===== config.mk =====
export PLATFORM = sky130hd
export DESIGN_NAME = isr_receiver
export DESIGN_NICKNAME = d
export VERILOG_FILES = /design/src/hw/isr_pkg.sv /design/src/hw/isr_loclist.sv /design/src/hw/isr_receiver.sv
export SDC_FILE = /design/constraint.sdc
export NUM_CORES = 2
export LEC_CHECK = 0
export ABC_AREA = 0
export BUFFER_PORTS_ARGS = -buffer_cell sky130_fd_sc_hd__buf_2
export CELL_PAD_IN_SITES_DETAIL_PLACEMENT = 2
export CELL_PAD_IN_SITES_GLOBAL_PLACEMENT = 2
export CORE_AREA = 2 2 677 679
export DETAILED_ROUTE_END_ITERATION = 8
export DIE_AREA = 0 0 679 681
export PLACE_DENSITY_LB_ADDON = 0.15
export SLEW_MARGIN = 5
export SYNTH_ARGS = -nofsm -noshare
export SYNTH_HDL_FRONTEND = slang
export SYNTH_HIERARCHICAL = 1
export SYNTH_SLANG_ARGS = --single-unit

===== constraint.sdc =====
create_clock -name core_clk -period 24.3 [get_ports core_clk]
set_input_delay 2.43 -clock core_clk [delete_from_list [all_inputs] [get_ports core_clk]]
set_output_delay 2.43 -clock core_clk [all_outputs]
set_load 0.01 [all_outputs]

===== src/hw/isr_pkg.sv =====
// Package with the types and constants of the info submessage receiver state block.
package isr_pkg;

	localparam int GUID_PREFIX_W = 96;
	localparam int ENTITY_ID_W = 32;
	localparam int VERSION_W = 16;
	localparam int VENDOR_W = 16;
	localparam int TIMESTAMP_W = 64;
	localparam int LOCATOR_W = 192;
	localparam int LEN_W = 16;

	// Submessage kinds as presented on the parsed input.
	typedef enum logic [2:0] {
		ISR_KIND_OTHER,
		ISR_KIND_DEST,
		ISR_KIND_REPLY,
		ISR_KIND_SOURCE,
		ISR_KIND_TIME
	} isr_kind_t;

	// Least submessage body lengths in bytes.
	localparam logic [15:0] MIN_LEN_DEST = 16'h000c;
	localparam logic [15:0] MIN_LEN_SOURCE = 16'h0014;
	localparam logic [15:0] MIN_LEN_TIME_FULL = 16'h0008;
	localparam logic [15:0] MIN_LEN_TIME_EMPTY = 16'h0000;
	localparam logic [15:0] LOCLIST_HDR_LEN = 16'h0004;
	localparam logic [15:0] LOCATOR_LEN = 16'h0018;

	// Flag bit positions in the submessage header flags.
	localparam int FLAG_MULTICAST_POS = 1;
	localparam int FLAG_INVALIDATE_POS = 1;

	localparam logic [GUID_PREFIX_W-1:0] GUID_PREFIX_UNKNOWN = 96'h0;
	localparam logic [LOCATOR_W-1:0] LOCATOR_INVALID_VAL = {32'hffffffff, 32'h0, 128'h0};

	// One parsed submessage as delivered by the framer in front of this block.
	typedef struct packed {
		isr_kind_t kind;
		logic [7:0] flags;
		logic [LEN_W-1:0] length;
		logic [GUID_PREFIX_W-1:0] guid_prefix;
		logic [VERSION_W-1:0] version;
		logic [VENDOR_W-1:0] vendor;
		logic [TIMESTAMP_W-1:0] timestamp;
		logic [7:0] uc_count;
		logic [7:0] mc_count;
		logic [LOCATOR_W-1:0] uc_locator;
		logic [LOCATOR_W-1:0] mc_locator;
		logic [ENTITY_ID_W-1:0] reader_entity;
	} isr_submsg_t;

	// Source identity state.
	typedef struct packed {
		logic [GUID_PREFIX_W-1:0] guid_prefix;
		logic [VERSION_W-1:0] version;
		logic [VENDOR_W-1:0] vendor;
	} isr_source_t;

endpackage


===== src/hw/isr_loclist.sv =====
// Small memory holding one reply locator list, with a registered read port.
module isr_loclist
	import isr_pkg::*;
#(
	parameter int DEPTH = 4,
	parameter int AW = 2
)
(
	input wire logic core_clk,
	input wire logic srst,
	input wire logic clear,
	input wire logic load_invalid,
	input wire logic wr_en,
	input wire logic [AW-1:0] wr_idx,
	input wire logic [LOCATOR_W-1:0] wr_data,
	input wire logic [AW-1:0] rd_idx,
	output logic [LOCATOR_W-1:0] rd_data,
	output logic [AW:0] count
);

	logic [LOCATOR_W-1:0] mem [DEPTH];

	////////////////////////////////////////////////////////////////////////////
	// Entry storage; an invalid fill writes the invalid locator to entry zero.
	always_ff @(posedge core_clk)
	begin
		if (load_invalid)
			mem[0] <= LOCATOR_INVALID_VAL;
		else if (wr_en)
			mem[wr_idx] <= wr_data;
	end

	// Entry count; clearing empties the list, an invalid fill leaves one entry.
	always_ff @(posedge core_clk)
	begin
		if (srst || clear)
			count <= '0;
		else if (load_invalid)
			count <= (AW+1)'(1);
		else if (wr_en)
			count <= (AW+1)'(wr_idx) + (AW+1)'(1);
	end

	// Registered read port.
	always_ff @(posedge core_clk)
	begin
		if (srst)
			rd_data <= '0;
		else
			rd_data <= mem[rd_idx];
	end

endmodule


===== src/hw/isr_receiver.sv =====
// Receiver state kept across the info submessages of one message.
// How it works
// - Too-short submessage length marks it invalid.
// - Known destination prefix loads destination state.
// - Unknown prefix loads local participant prefix.
// - Destination prefix names readers in later submessages.
// - Reply replaces unicast reply locator list.
// - Multicast flag copies list, else empties it.
// - Reply addressing lives only within this message.
// - Source loads prefix, version and vendor.
// - Source sets invalid locators, clears timestamp.
// - Timestamp without invalidate stores value, sets present.
// - Invalidate flag clears timestamp present.
// - Timestamp lives only within this message.
// - Reader id is destination prefix plus entity.
module isr_receiver
	import isr_pkg::*;
#(
	parameter int LIST_DEPTH = 4,
	parameter int LIST_AW = 2
)
(
	input wire logic core_clk,
	input wire logic srst,
	input wire logic [GUID_PREFIX_W-1:0] local_prefix,
	input wire logic msg_start,
	input wire logic msg_end,
	input wire logic sub_valid,
	input wire isr_submsg_t sub,
	input wire logic loc_wr_valid,
	input wire logic loc_wr_mcast,
	input wire logic [LIST_AW-1:0] loc_wr_idx,
	input wire logic [LOCATOR_W-1:0] loc_wr_data,
	input wire logic [LIST_AW-1:0] uc_rd_idx,
	input wire logic [LIST_AW-1:0] mc_rd_idx,
	output logic sub_invalid,
	output logic sub_applied,
	output logic [GUID_PREFIX_W-1:0] dest_prefix,
	output isr_source_t source,
	output logic have_timestamp,
	output logic [TIMESTAMP_W-1:0] timestamp,
	output logic [GUID_PREFIX_W+ENTITY_ID_W-1:0] reader_guid,
	output logic [LOCATOR_W-1:0] uc_rd_data,
	output logic [LOCATOR_W-1:0] mc_rd_data,
	output logic [LIST_AW:0] uc_count,
	output logic [LIST_AW:0] mc_count
);

	////////////////////////////////////////////////////////////////////////////
	// Length checks per submessage kind.
	wire logic [15:0] uc_list_len;
	wire logic [15:0] mc_list_len;
	wire logic [15:0] reply_need;
	wire logic [15:0] time_need;
	wire logic mcast_flag;
	wire logic inval_flag;
	wire logic len_ok;
	wire logic is_info;
	wire logic take;

	assign mcast_flag = sub.flags[FLAG_MULTICAST_POS];
	assign inval_flag = sub.flags[FLAG_INVALIDATE_POS];
	assign uc_list_len = 16'(LOCLIST_HDR_LEN + 16'(sub.uc_count) * LOCATOR_LEN);
	assign mc_list_len = mcast_flag ? 16'(LOCLIST_HDR_LEN + 16'(sub.mc_count) * LOCATOR_LEN) : 16'h0000;
	assign reply_need = 16'(uc_list_len + mc_list_len);
	assign time_need = inval_flag ? MIN_LEN_TIME_EMPTY : MIN_LEN_TIME_FULL;
	// Acknowledgement and fragment submessages arrive as other kinds and are not interpreted here.
	assign is_info = (sub.kind != ISR_KIND_OTHER);
	assign len_ok = (sub.kind == ISR_KIND_DEST) ? (sub.length >= MIN_LEN_DEST) :
		(sub.kind == ISR_KIND_REPLY) ? (sub.length >= reply_need) :
		(sub.kind == ISR_KIND_SOURCE) ? (sub.length >= MIN_LEN_SOURCE) :
		(sub.kind == ISR_KIND_TIME) ? (sub.length >= time_need) : 1'b0;
	assign take = sub_valid && is_info && len_ok;

	// Message boundaries: an end clears the per-message state even when a submessage
	// arrives with it, while a submessage taken in the start cycle is the first of the
	// new message and is applied on top of the cleared state.
	// Per-kind update strobes.
	wire logic take_dest;
	wire logic take_reply;
	wire logic take_source;
	wire logic take_time;
	wire logic [GUID_PREFIX_W-1:0] next_dest_prefix;

	assign take_dest = take && (sub.kind == ISR_KIND_DEST);
	assign take_reply = take && (sub.kind == ISR_KIND_REPLY);
	assign take_source = take && (sub.kind == ISR_KIND_SOURCE);
	assign take_time = take && (sub.kind == ISR_KIND_TIME);
	assign next_dest_prefix = (sub.guid_prefix != GUID_PREFIX_UNKNOWN) ? sub.guid_prefix :
		local_prefix;

	////////////////////////////////////////////////////////////////////////////
	// Validity pulses for the submessage just presented.
	always_ff @(posedge core_clk)
	begin
		if (srst)
		begin
			sub_invalid <= 1'b0;
			sub_applied <= 1'b0;
		end
		else
		begin
			sub_invalid <= sub_valid && is_info && !len_ok;
			sub_applied <= take;
		end
	end

	// Destination prefix; a new message starts addressed to this participant.
	always_ff @(posedge core_clk)
	begin
		if (srst || msg_end)
			dest_prefix <= local_prefix;
		else if (take_dest)
			dest_prefix <= next_dest_prefix;
		else if (msg_start)
			dest_prefix <= local_prefix;
	end

	// Source identity.
	always_ff @(posedge core_clk)
	begin
		if (srst || msg_end)
			source <= '0;
		else if (take_source)
			source <= '{sub.guid_prefix, sub.version, sub.vendor};
		else if (msg_start)
			source <= '0;
	end

	// Timestamp state, scoped to the enclosing message.
	always_ff @(posedge core_clk)
	begin
		if (srst || msg_end)
			have_timestamp <= 1'b0;
		else if (take_source)
			have_timestamp <= 1'b0;
		else if (take_time)
			have_timestamp <= !inval_flag;
		else if (msg_start)
			have_timestamp <= 1'b0;
	end

	always_ff @(posedge core_clk)
	begin
		if (srst)
			timestamp <= '0;
		else if (take_time && !inval_flag)
			timestamp <= sub.timestamp;
	end

	// Reader identity for the entity id of the current later submessage.
	// The entity id is paired with the prefix in force before this submessage.
	always_ff @(posedge core_clk)
	begin
		if (srst)
			reader_guid <= '0;
		else
			reader_guid <= {dest_prefix, sub.reader_entity};
	end

	////////////////////////////////////////////////////////////////////////////
	// Reply locator lists. A reply starts by emptying both lists; its entries
	// then stream in on the locator write port while reply_open is high.
	logic reply_open;
	logic reply_mcast;
	wire logic uc_clear;
	wire logic mc_clear;
	wire logic uc_wr;
	wire logic mc_wr;

	always_ff @(posedge core_clk)
	begin
		if (srst || msg_end)
		begin
			reply_open <= 1'b0;
			reply_mcast <= 1'b0;
		end
		else if (take_reply)
		begin
			reply_open <= 1'b1;
			reply_mcast <= mcast_flag;
		end
		else if (msg_start || sub_valid)
		begin
			reply_open <= 1'b0;
			reply_mcast <= 1'b0;
		end
	end

	// A start cycle that carries a source keeps its invalid-locator fill.
	assign uc_clear = msg_end || (msg_start && !take_source) || take_reply;
	assign mc_clear = msg_end || (msg_start && !take_source) || take_reply;
	assign uc_wr = reply_open && loc_wr_valid && !loc_wr_mcast;
	assign mc_wr = reply_open && reply_mcast && loc_wr_valid && loc_wr_mcast;

	isr_loclist #(.DEPTH(LIST_DEPTH), .AW(LIST_AW)) u_uc_list (
		.core_clk(core_clk),
		.srst(srst),
		.clear(uc_clear),
		.load_invalid(take_source),
		.wr_en(uc_wr),
		.wr_idx(loc_wr_idx),
		.wr_data(loc_wr_data),
		.rd_idx(uc_rd_idx),
		.rd_data(uc_rd_data),
		.count(uc_count)
	);

	isr_loclist #(.DEPTH(LIST_DEPTH), .AW(LIST_AW)) u_mc_list (
		.core_clk(core_clk),
		.srst(srst),
		.clear(mc_clear),
		.load_invalid(take_source),
		.wr_en(mc_wr),
		.wr_idx(loc_wr_idx),
		.wr_data(loc_wr_data),
		.rd_idx(mc_rd_idx),
		.rd_data(mc_rd_data),
		.count(mc_count)
	);

endmodule

After elaboration in Yosys (flattened, before gate mapping):

Memories as Yosys holds them, arrays and structs flattened. A register that Yosys moved wholly into a read port is not among the register bits.
Index checks and enable logic that the tools add are counted.

* register bits after elaboration: 427
* bits in latches: 0
* bits in writable memories: 1536
* bits in read-only memories: 0
* bits of input ports: 952
* output and inout bits: 809
* word-level logic and storage cells: 101
* memories: 2

Memories
* u_mc_list.mem: depth 4, bits a word 192, rd ports 1, clocked after Yosys merged registers in 1, write ports 1, RTL line isr_loclist.sv:21 `logic [LOCATOR_W-1:0] mem [DEPTH];`
* u_uc_list.mem: depth 4, bits a word 192, rd ports 1, clocked after Yosys merged registers in 1, write ports 1, RTL line isr_loclist.sv:21

* add/subtract/negate cells: 4
* multipliers: 2
* div/mod/pow operators: 0
* $lt $le $gt $ge: 4
* eq/ne operators: 4
* shifts and indexed selects: 0
* muxes and demuxes: 35
* bitwise gates (word level): 0
* reductions and logical operators: 35

Operators by type and width (number)
* 192-bit 2-to-1 mux: 2
* 96-bit 2-to-1 mux: 4
* 192-bit OR reduction: 2
* 128-bit 2-to-1 mux: 2
* 96-bit nonzero test: 1
* 3-bit by 13-bit adder with 14-bit output, first input constant: 2
* 1-bit 2-to-1 mux: 23
* 8-bit by 2-bit multiplier with 10-bit output, second input constant: 2
* 16-bit by 15-bit greater-or-equal comparator with 1-bit output: 1
* 16-bit by 4-bit greater-or-equal comparator with 1-bit output: 1
* 16-bit by 4-bit greater-or-equal comparator with 1-bit output, second input constant: 1
* 16-bit by 5-bit greater-or-equal comparator with 1-bit output, second input constant: 1
* 14-bit by 14-bit adder with 15-bit output: 1
* 1-bit logical AND: 14
* 14-bit 2-to-1 mux: 1
* 2-bit nonzero test: 5
* 3-bit by 2-bit == test with 1-bit output, second input constant: 2
* 3-bit nonzero test: 2
* 1-bit logical OR: 5
* 1-bit zero test: 4
* 2-bit 2-to-1 mux: 2
* 4-bit 2-to-1 mux: 1
* 2-bit OR reduction: 2
* 2-bit by 1-bit adder with 3-bit output, second input constant: 1
* other kinds (2): 2

Logic depth before layout (Yosys ltp):

* word-level depth: 15
* mapped depth: 28
* mapped depth without buffers: 26

Hierarchy:

Netlist, hierarchy kept.

By module, submodules not included
* isr_loclist: times used 2, cells an instance 1855, area an instance 34083.9 um2, seq. area each 26965.9 um2
* isr_receiver: times used 1, cells an instance 1500, area an instance 16573.4 um2, seq. area each 9389.0 um2

Least setup slack after synthesis:

No wires, ideal clock.

* kind: input to register
* start point: input sub[416] in the netlist's numbering
* end point: memory u_uc_list.mem[2][0] (enable)
* library setup time: 1.022 ns
* data arrival time: 20.594 ns
* data required time: 23.278 ns
* path slack: 2.683 ns
* stages on the path: 26
* path buffers: 3
* cell sequence: ha_1 inv_1 fa_1 nor2b_1 o21ai_0 nand2b_1 a21o_1 a21o_1 xor2_1 nor2_1 ha_1 clkbuf_1 and4_1 a2111oi_0 xor2_1 ha_1 a21oi_1 o21ai_0 a21oi_1 a22oi_4 nand3_1 inv_1 clkbuf_1 and2b_1 buf_2 nor3b_1

* word-level cells in the longest chain between the ends: 13
* elaborated cells on any way between the ends: 16
* those cells by class: 2 x add/sub; 1 x mul; 1 x order compare; 9 x mux; 3 x reduce/logical

RTL lines
* from (decl): RTL line isr_receiver.sv:29 `input wire isr_submsg_t sub,`
* 8-bit by 2-bit multiplier with 10-bit output *: RTL line isr_receiver.sv:64 `assign mc_list_len = mcast_flag ? 16'(LOCLIST_HDR_LEN + 16'(sub.mc_count) * LOCATOR_LEN) : 16'h0000;`
* 3-bit by 13-bit adder with 14-bit output *: RTL line isr_receiver.sv:64
* 14-bit 2-to-1 mux *: RTL line isr_receiver.sv:64
* 14-bit by 14-bit adder with 15-bit output *: RTL line isr_receiver.sv:65 `assign reply_need = 16'(uc_list_len + mc_list_len);`
* 16-bit by 15-bit greater-or-equal comparator with 1-bit output *: RTL line isr_receiver.sv:70 `(sub.kind == ISR_KIND_REPLY) ? (sub.length >= reply_need) :`
* 1-bit 2-to-1 mux *: RTL line isr_receiver.sv:70
* 1-bit 2-to-1 mux *: RTL line isr_receiver.sv:69 `assign len_ok = (sub.kind == ISR_KIND_DEST) ? (sub.length >= MIN_LEN_DEST) :`
* 1-bit logical AND *: RTL line isr_receiver.sv:73 `assign take = sub_valid && is_info && len_ok;`
* 1-bit logical AND *: RTL line isr_receiver.sv:87 `assign take_source = take && (sub.kind == ISR_KIND_SOURCE);`
* via take_source: RTL line isr_receiver.sv:81 `wire logic take_source;`
* 1-bit 2-to-1 mux: RTL line isr_loclist.sv:27 `if (load_invalid)`
* 1-bit 2-to-1 mux (not written as such): RTL line isr_loclist.sv:30 `mem[wr_idx] <= wr_data;`
* 192-bit OR reduction (no line)
* 2-bit 2-to-1 mux (no line) / 1-bit 2-to-1 mux (equally long branches)
* to (decl): RTL line isr_loclist.sv:21

The timed path passes the listed nets; every way through them passes the cells marked *.

Worst setup path in the final report:

* start point: input sub[417] in the netlist's numbering
* end point: memory u_uc_list.mem[1][71] (enable)

* word-level cells in the longest chain between the ends: 13
* elaborated cells on any way between the ends: 16
* those cells by class: 2 x add/sub; 1 x mul; 1 x order compare; 9 x mux; 3 x reduce/logical

RTL lines (RTL line)
* 8-bit by 2-bit multiplier with 10-bit output *: isr_receiver.sv:64
* 3-bit by 13-bit adder with 14-bit output *: isr_receiver.sv:64
* 14-bit 2-to-1 mux *: isr_receiver.sv:64
* 14-bit by 14-bit adder with 15-bit output *: isr_receiver.sv:65
* 16-bit by 15-bit greater-or-equal comparator with 1-bit output *: isr_receiver.sv:70
* 1-bit 2-to-1 mux *: isr_receiver.sv:70
* 1-bit 2-to-1 mux *: isr_receiver.sv:69
* 1-bit logical AND *: isr_receiver.sv:73
* 1-bit logical AND *: isr_receiver.sv:87
* 1-bit 2-to-1 mux: isr_loclist.sv:27
* 1-bit 2-to-1 mux (not written as such): isr_loclist.sv:30
* 192-bit OR reduction (no line)
* 2-bit 2-to-1 mux (no line) / 1-bit 2-to-1 mux (equally long branches)

Mark *: on every way between the ends. The rest lies on a longest branch, timed or not.

==> results.toml <==
[synthesis]
synth_mux_area_frac = 0.1133
synthesis.nets = 6206
ys.warnings.count = 6
synth_area_um2 = 84740
synth.avg_cell_area_um2 = 16.27
ys.flop_type = "edfxtp_1"
syn_inst = 5210
synth_top_family_by_area = "multiplexers"
synthSimpleGateAreaFrac = 0.06557
ys_seq_area_frac = 0.7472
synthXorXnorAreaFrac = 0.001860
ys_seq_elements = 2347
synth_edf_count = 1632
synthArstFlopShare = 0
synthDistinctLibCells = 56
synthAdderAreaFrac = 0.006762
synth_compound_area_frac = 0.04162

[critical_path]
arrival_ns = 11.93
crit_required_ns = 24.81
critical_path_class = "in2reg"
path_buf_inv = 6
crit_slowest_cell = "buf_4"
start_kind = "input pin"
crit_path_max_incr_delay_ns = 0.83
cpLargestDelayFamily = "buffers and inverters"
endpoint_kind = "flop"
cp_max_fo = 58

[finish]
stdcell_count = 13080
finalInstanceArea_um2 = 108600
layout.nets = 7657
area_growth_pct = 28.19
final_layout_size_suffix_gt1_frac = 0.2918
final_core_util = 0.2388

[cts]
cts_sinks = 2347
clockBufferDepth = 4
clkTransAtPathRegs_ns = 0.05
h-tree-depth = 5
cts_buffers = 308
clk_latency_ns = 0.91
root_buffer = "clkbuf_16"
cts_resized = 0
cts_hold_buffers = 0
postCtsSetupBuffers = 0
cts_tree = "yes"

[drt]
num_vias = 52140
drc = 0
viasPerCell = 3.985
ant_nets = 0
drtPass1Iterations = 5
drt-total-wl_um = 422000
wl_per_cell_um = 32.26
first_iter_violations = 2948

[place]
place_ws_ns = 11.59
hpwl_um = 311300
placed_area_um2 = 98060
portBuffers = 1369
place_inst = 12350
routabilityCongestion = 0.8529

[pwr]
p_per_area_nw_per_um2 = 87.33
p_leak_nw = 39.30
p_total_mw = 9.487
irDropWorstVdd_v = 0.00004853

[die]
io_pins = 1761
core_area_um2 = 454900
die_y_um = 681
die_x_um = 679
die_area_um2 = 462400
rows = 248
start_util = 0.1863

[timing]
fin_hold_ws_ns = 0.4688
hold_viol_final = 0
finalSetupViolCount = 0
tns_ns = 0
max_slew.worst_pin.slew_ns = 1.195
rsz0062_at_grt = "no"
fin_crit_sh = 0.4698
slew_headroom = 0.2033
clock_skew_ns = 0.04828
finalMaxSlewViolations = 0
worst_slack_ns = 12.88
fin_crit_ns = 11.42
max_freq_ghz = 0.08760

[grt]
grtUsageTotal = 0.1765
grt_max_degree = 106
grt_overflow = 0
grt_pass1_vias = 55600
grt_pass1_wl_um = 545100
antenna_found_initial = 272

[flow_run]
maxCapViolations = 0

[hold_path]
hp-class = "reg2reg"

[status]
status = "complete, no violations"
-- layer usage --
metal / GRT usage / part of all wire / up-vias
li1: - / - / 22690
met5: 0 / 0.0020 / -
met3: 0.07576 / 0.10 / 754
met1: 0.2125 / 0.41 / 26770
met4: 0.05058 / 0.033 / 142
met2: 0.2857 / 0.46 / 1774
-- cell type report --
cell class | instances | area (µm²)
Fill cell | 48880 | 346300
Sequential cell | 2347 | 63320
Multi-Input combinational cell | 2528 | 19540
Clock buffer | 459 | 8845
Timing Repair Buffer | 1454 | 7597
Tap cell | 6000 | 7507
Clock inverter | 113 | 1325
Antenna cell | 160 | 400.4
Inverter | 22 | 87.58
-- power by group --
part,switching (mW),internal (mW)
logic,0.346,0.183
registers,0.0481,4.32
clock network,1.85,2.75
total,2.24,7.25
-- cell usage after synthesis, drive strengths merged (10+ instances only) --
master | count | area share
edfxtp | 1632 | 0.58
mux2i | 836 | 0.099
dfxtp | 715 | 0.17
o22ai | 385 | 0.028
and2 | 322 | 0.024
buf | 168 | 0.015
a21oi | 147 | 0.0087
clkbuf | 145 | 0.0074
nand2 | 137 | 0.0061
nor2b | 137 | 0.010
nand3b | 128 | 0.011
mux2 | 96 | 0.015
nor2 | 88 | 0.0039
nand2b | 68 | 0.0050
ha | 41 | 0.0061
nor4 | 32 | 0.0024
inv | 22 | 0.00097
a21o | 13 | 0.0012
o21ai | 10 | 0.00059
xor2 | 10 | 0.0010
-- registers in the layout, indices dropped and copies added, names as in the netlist --
name / flops
u_mc_list/mem: 768
have_timestamp: 1
reply_open: 1
source: 128
u_mc_list/rd_data: 192
dest_prefix: 96
sub_applied: 1
u_uc_list/count: 3
u_mc_list/count: 3
u_uc_list/rd_data: 192
reply_mcast: 1
reader_guid: 128
sub_invalid: 1
timestamp: 64
u_uc_list/mem: 768
-- cell families after synthesis --
family | Yosys count
fa+ha+maj | 44
flops | 2347
mux | 932
xor+xnor | 18
compound gates | 582
buf+inv | 335
simple gates | 952
-- cell usage in the layout, fill, tap and decap left out, drive strengths merged, types with 10 or more instances in the layout --
cell type     n
edfxtp     1632
buf        1454
mux2i       836
dfxtp       715
clkbuf      459
o22ai       385
and2        322
diode       160
a21oi       147
nor2b       137
nand2       137
nand3b      128
mux2         96
nor2         88
clkinv       74
nand2b       68
ha           41
inv          34
nor4         32
bufinv       20
a21o         13
xor2         10
o21ai        10
-- path summary, 6_finish.rpt --
check                  start                    to  slack (ns)  cells past startpoint
setup reg to reg  reply_open  u_uc_list/mem[1][71]       19.14                      7
setup / recovery    sub[417]  u_uc_list/mem[1][71]       12.88                     27
hold reg to reg   reply_open            reply_open        0.47                      2
hold / removal    reply_open            reply_open        0.47                      2
-- worst min-delay path: cells and delay by family (launching register included) --
| kind | cells | cell delay, ns |
|---|---|---|
| compound gates | 1 | 0.06 |
| flops | 1 | 0.31 |
| simple gates | 1 | 0.06 |
(Power assumes the default switching activity.)
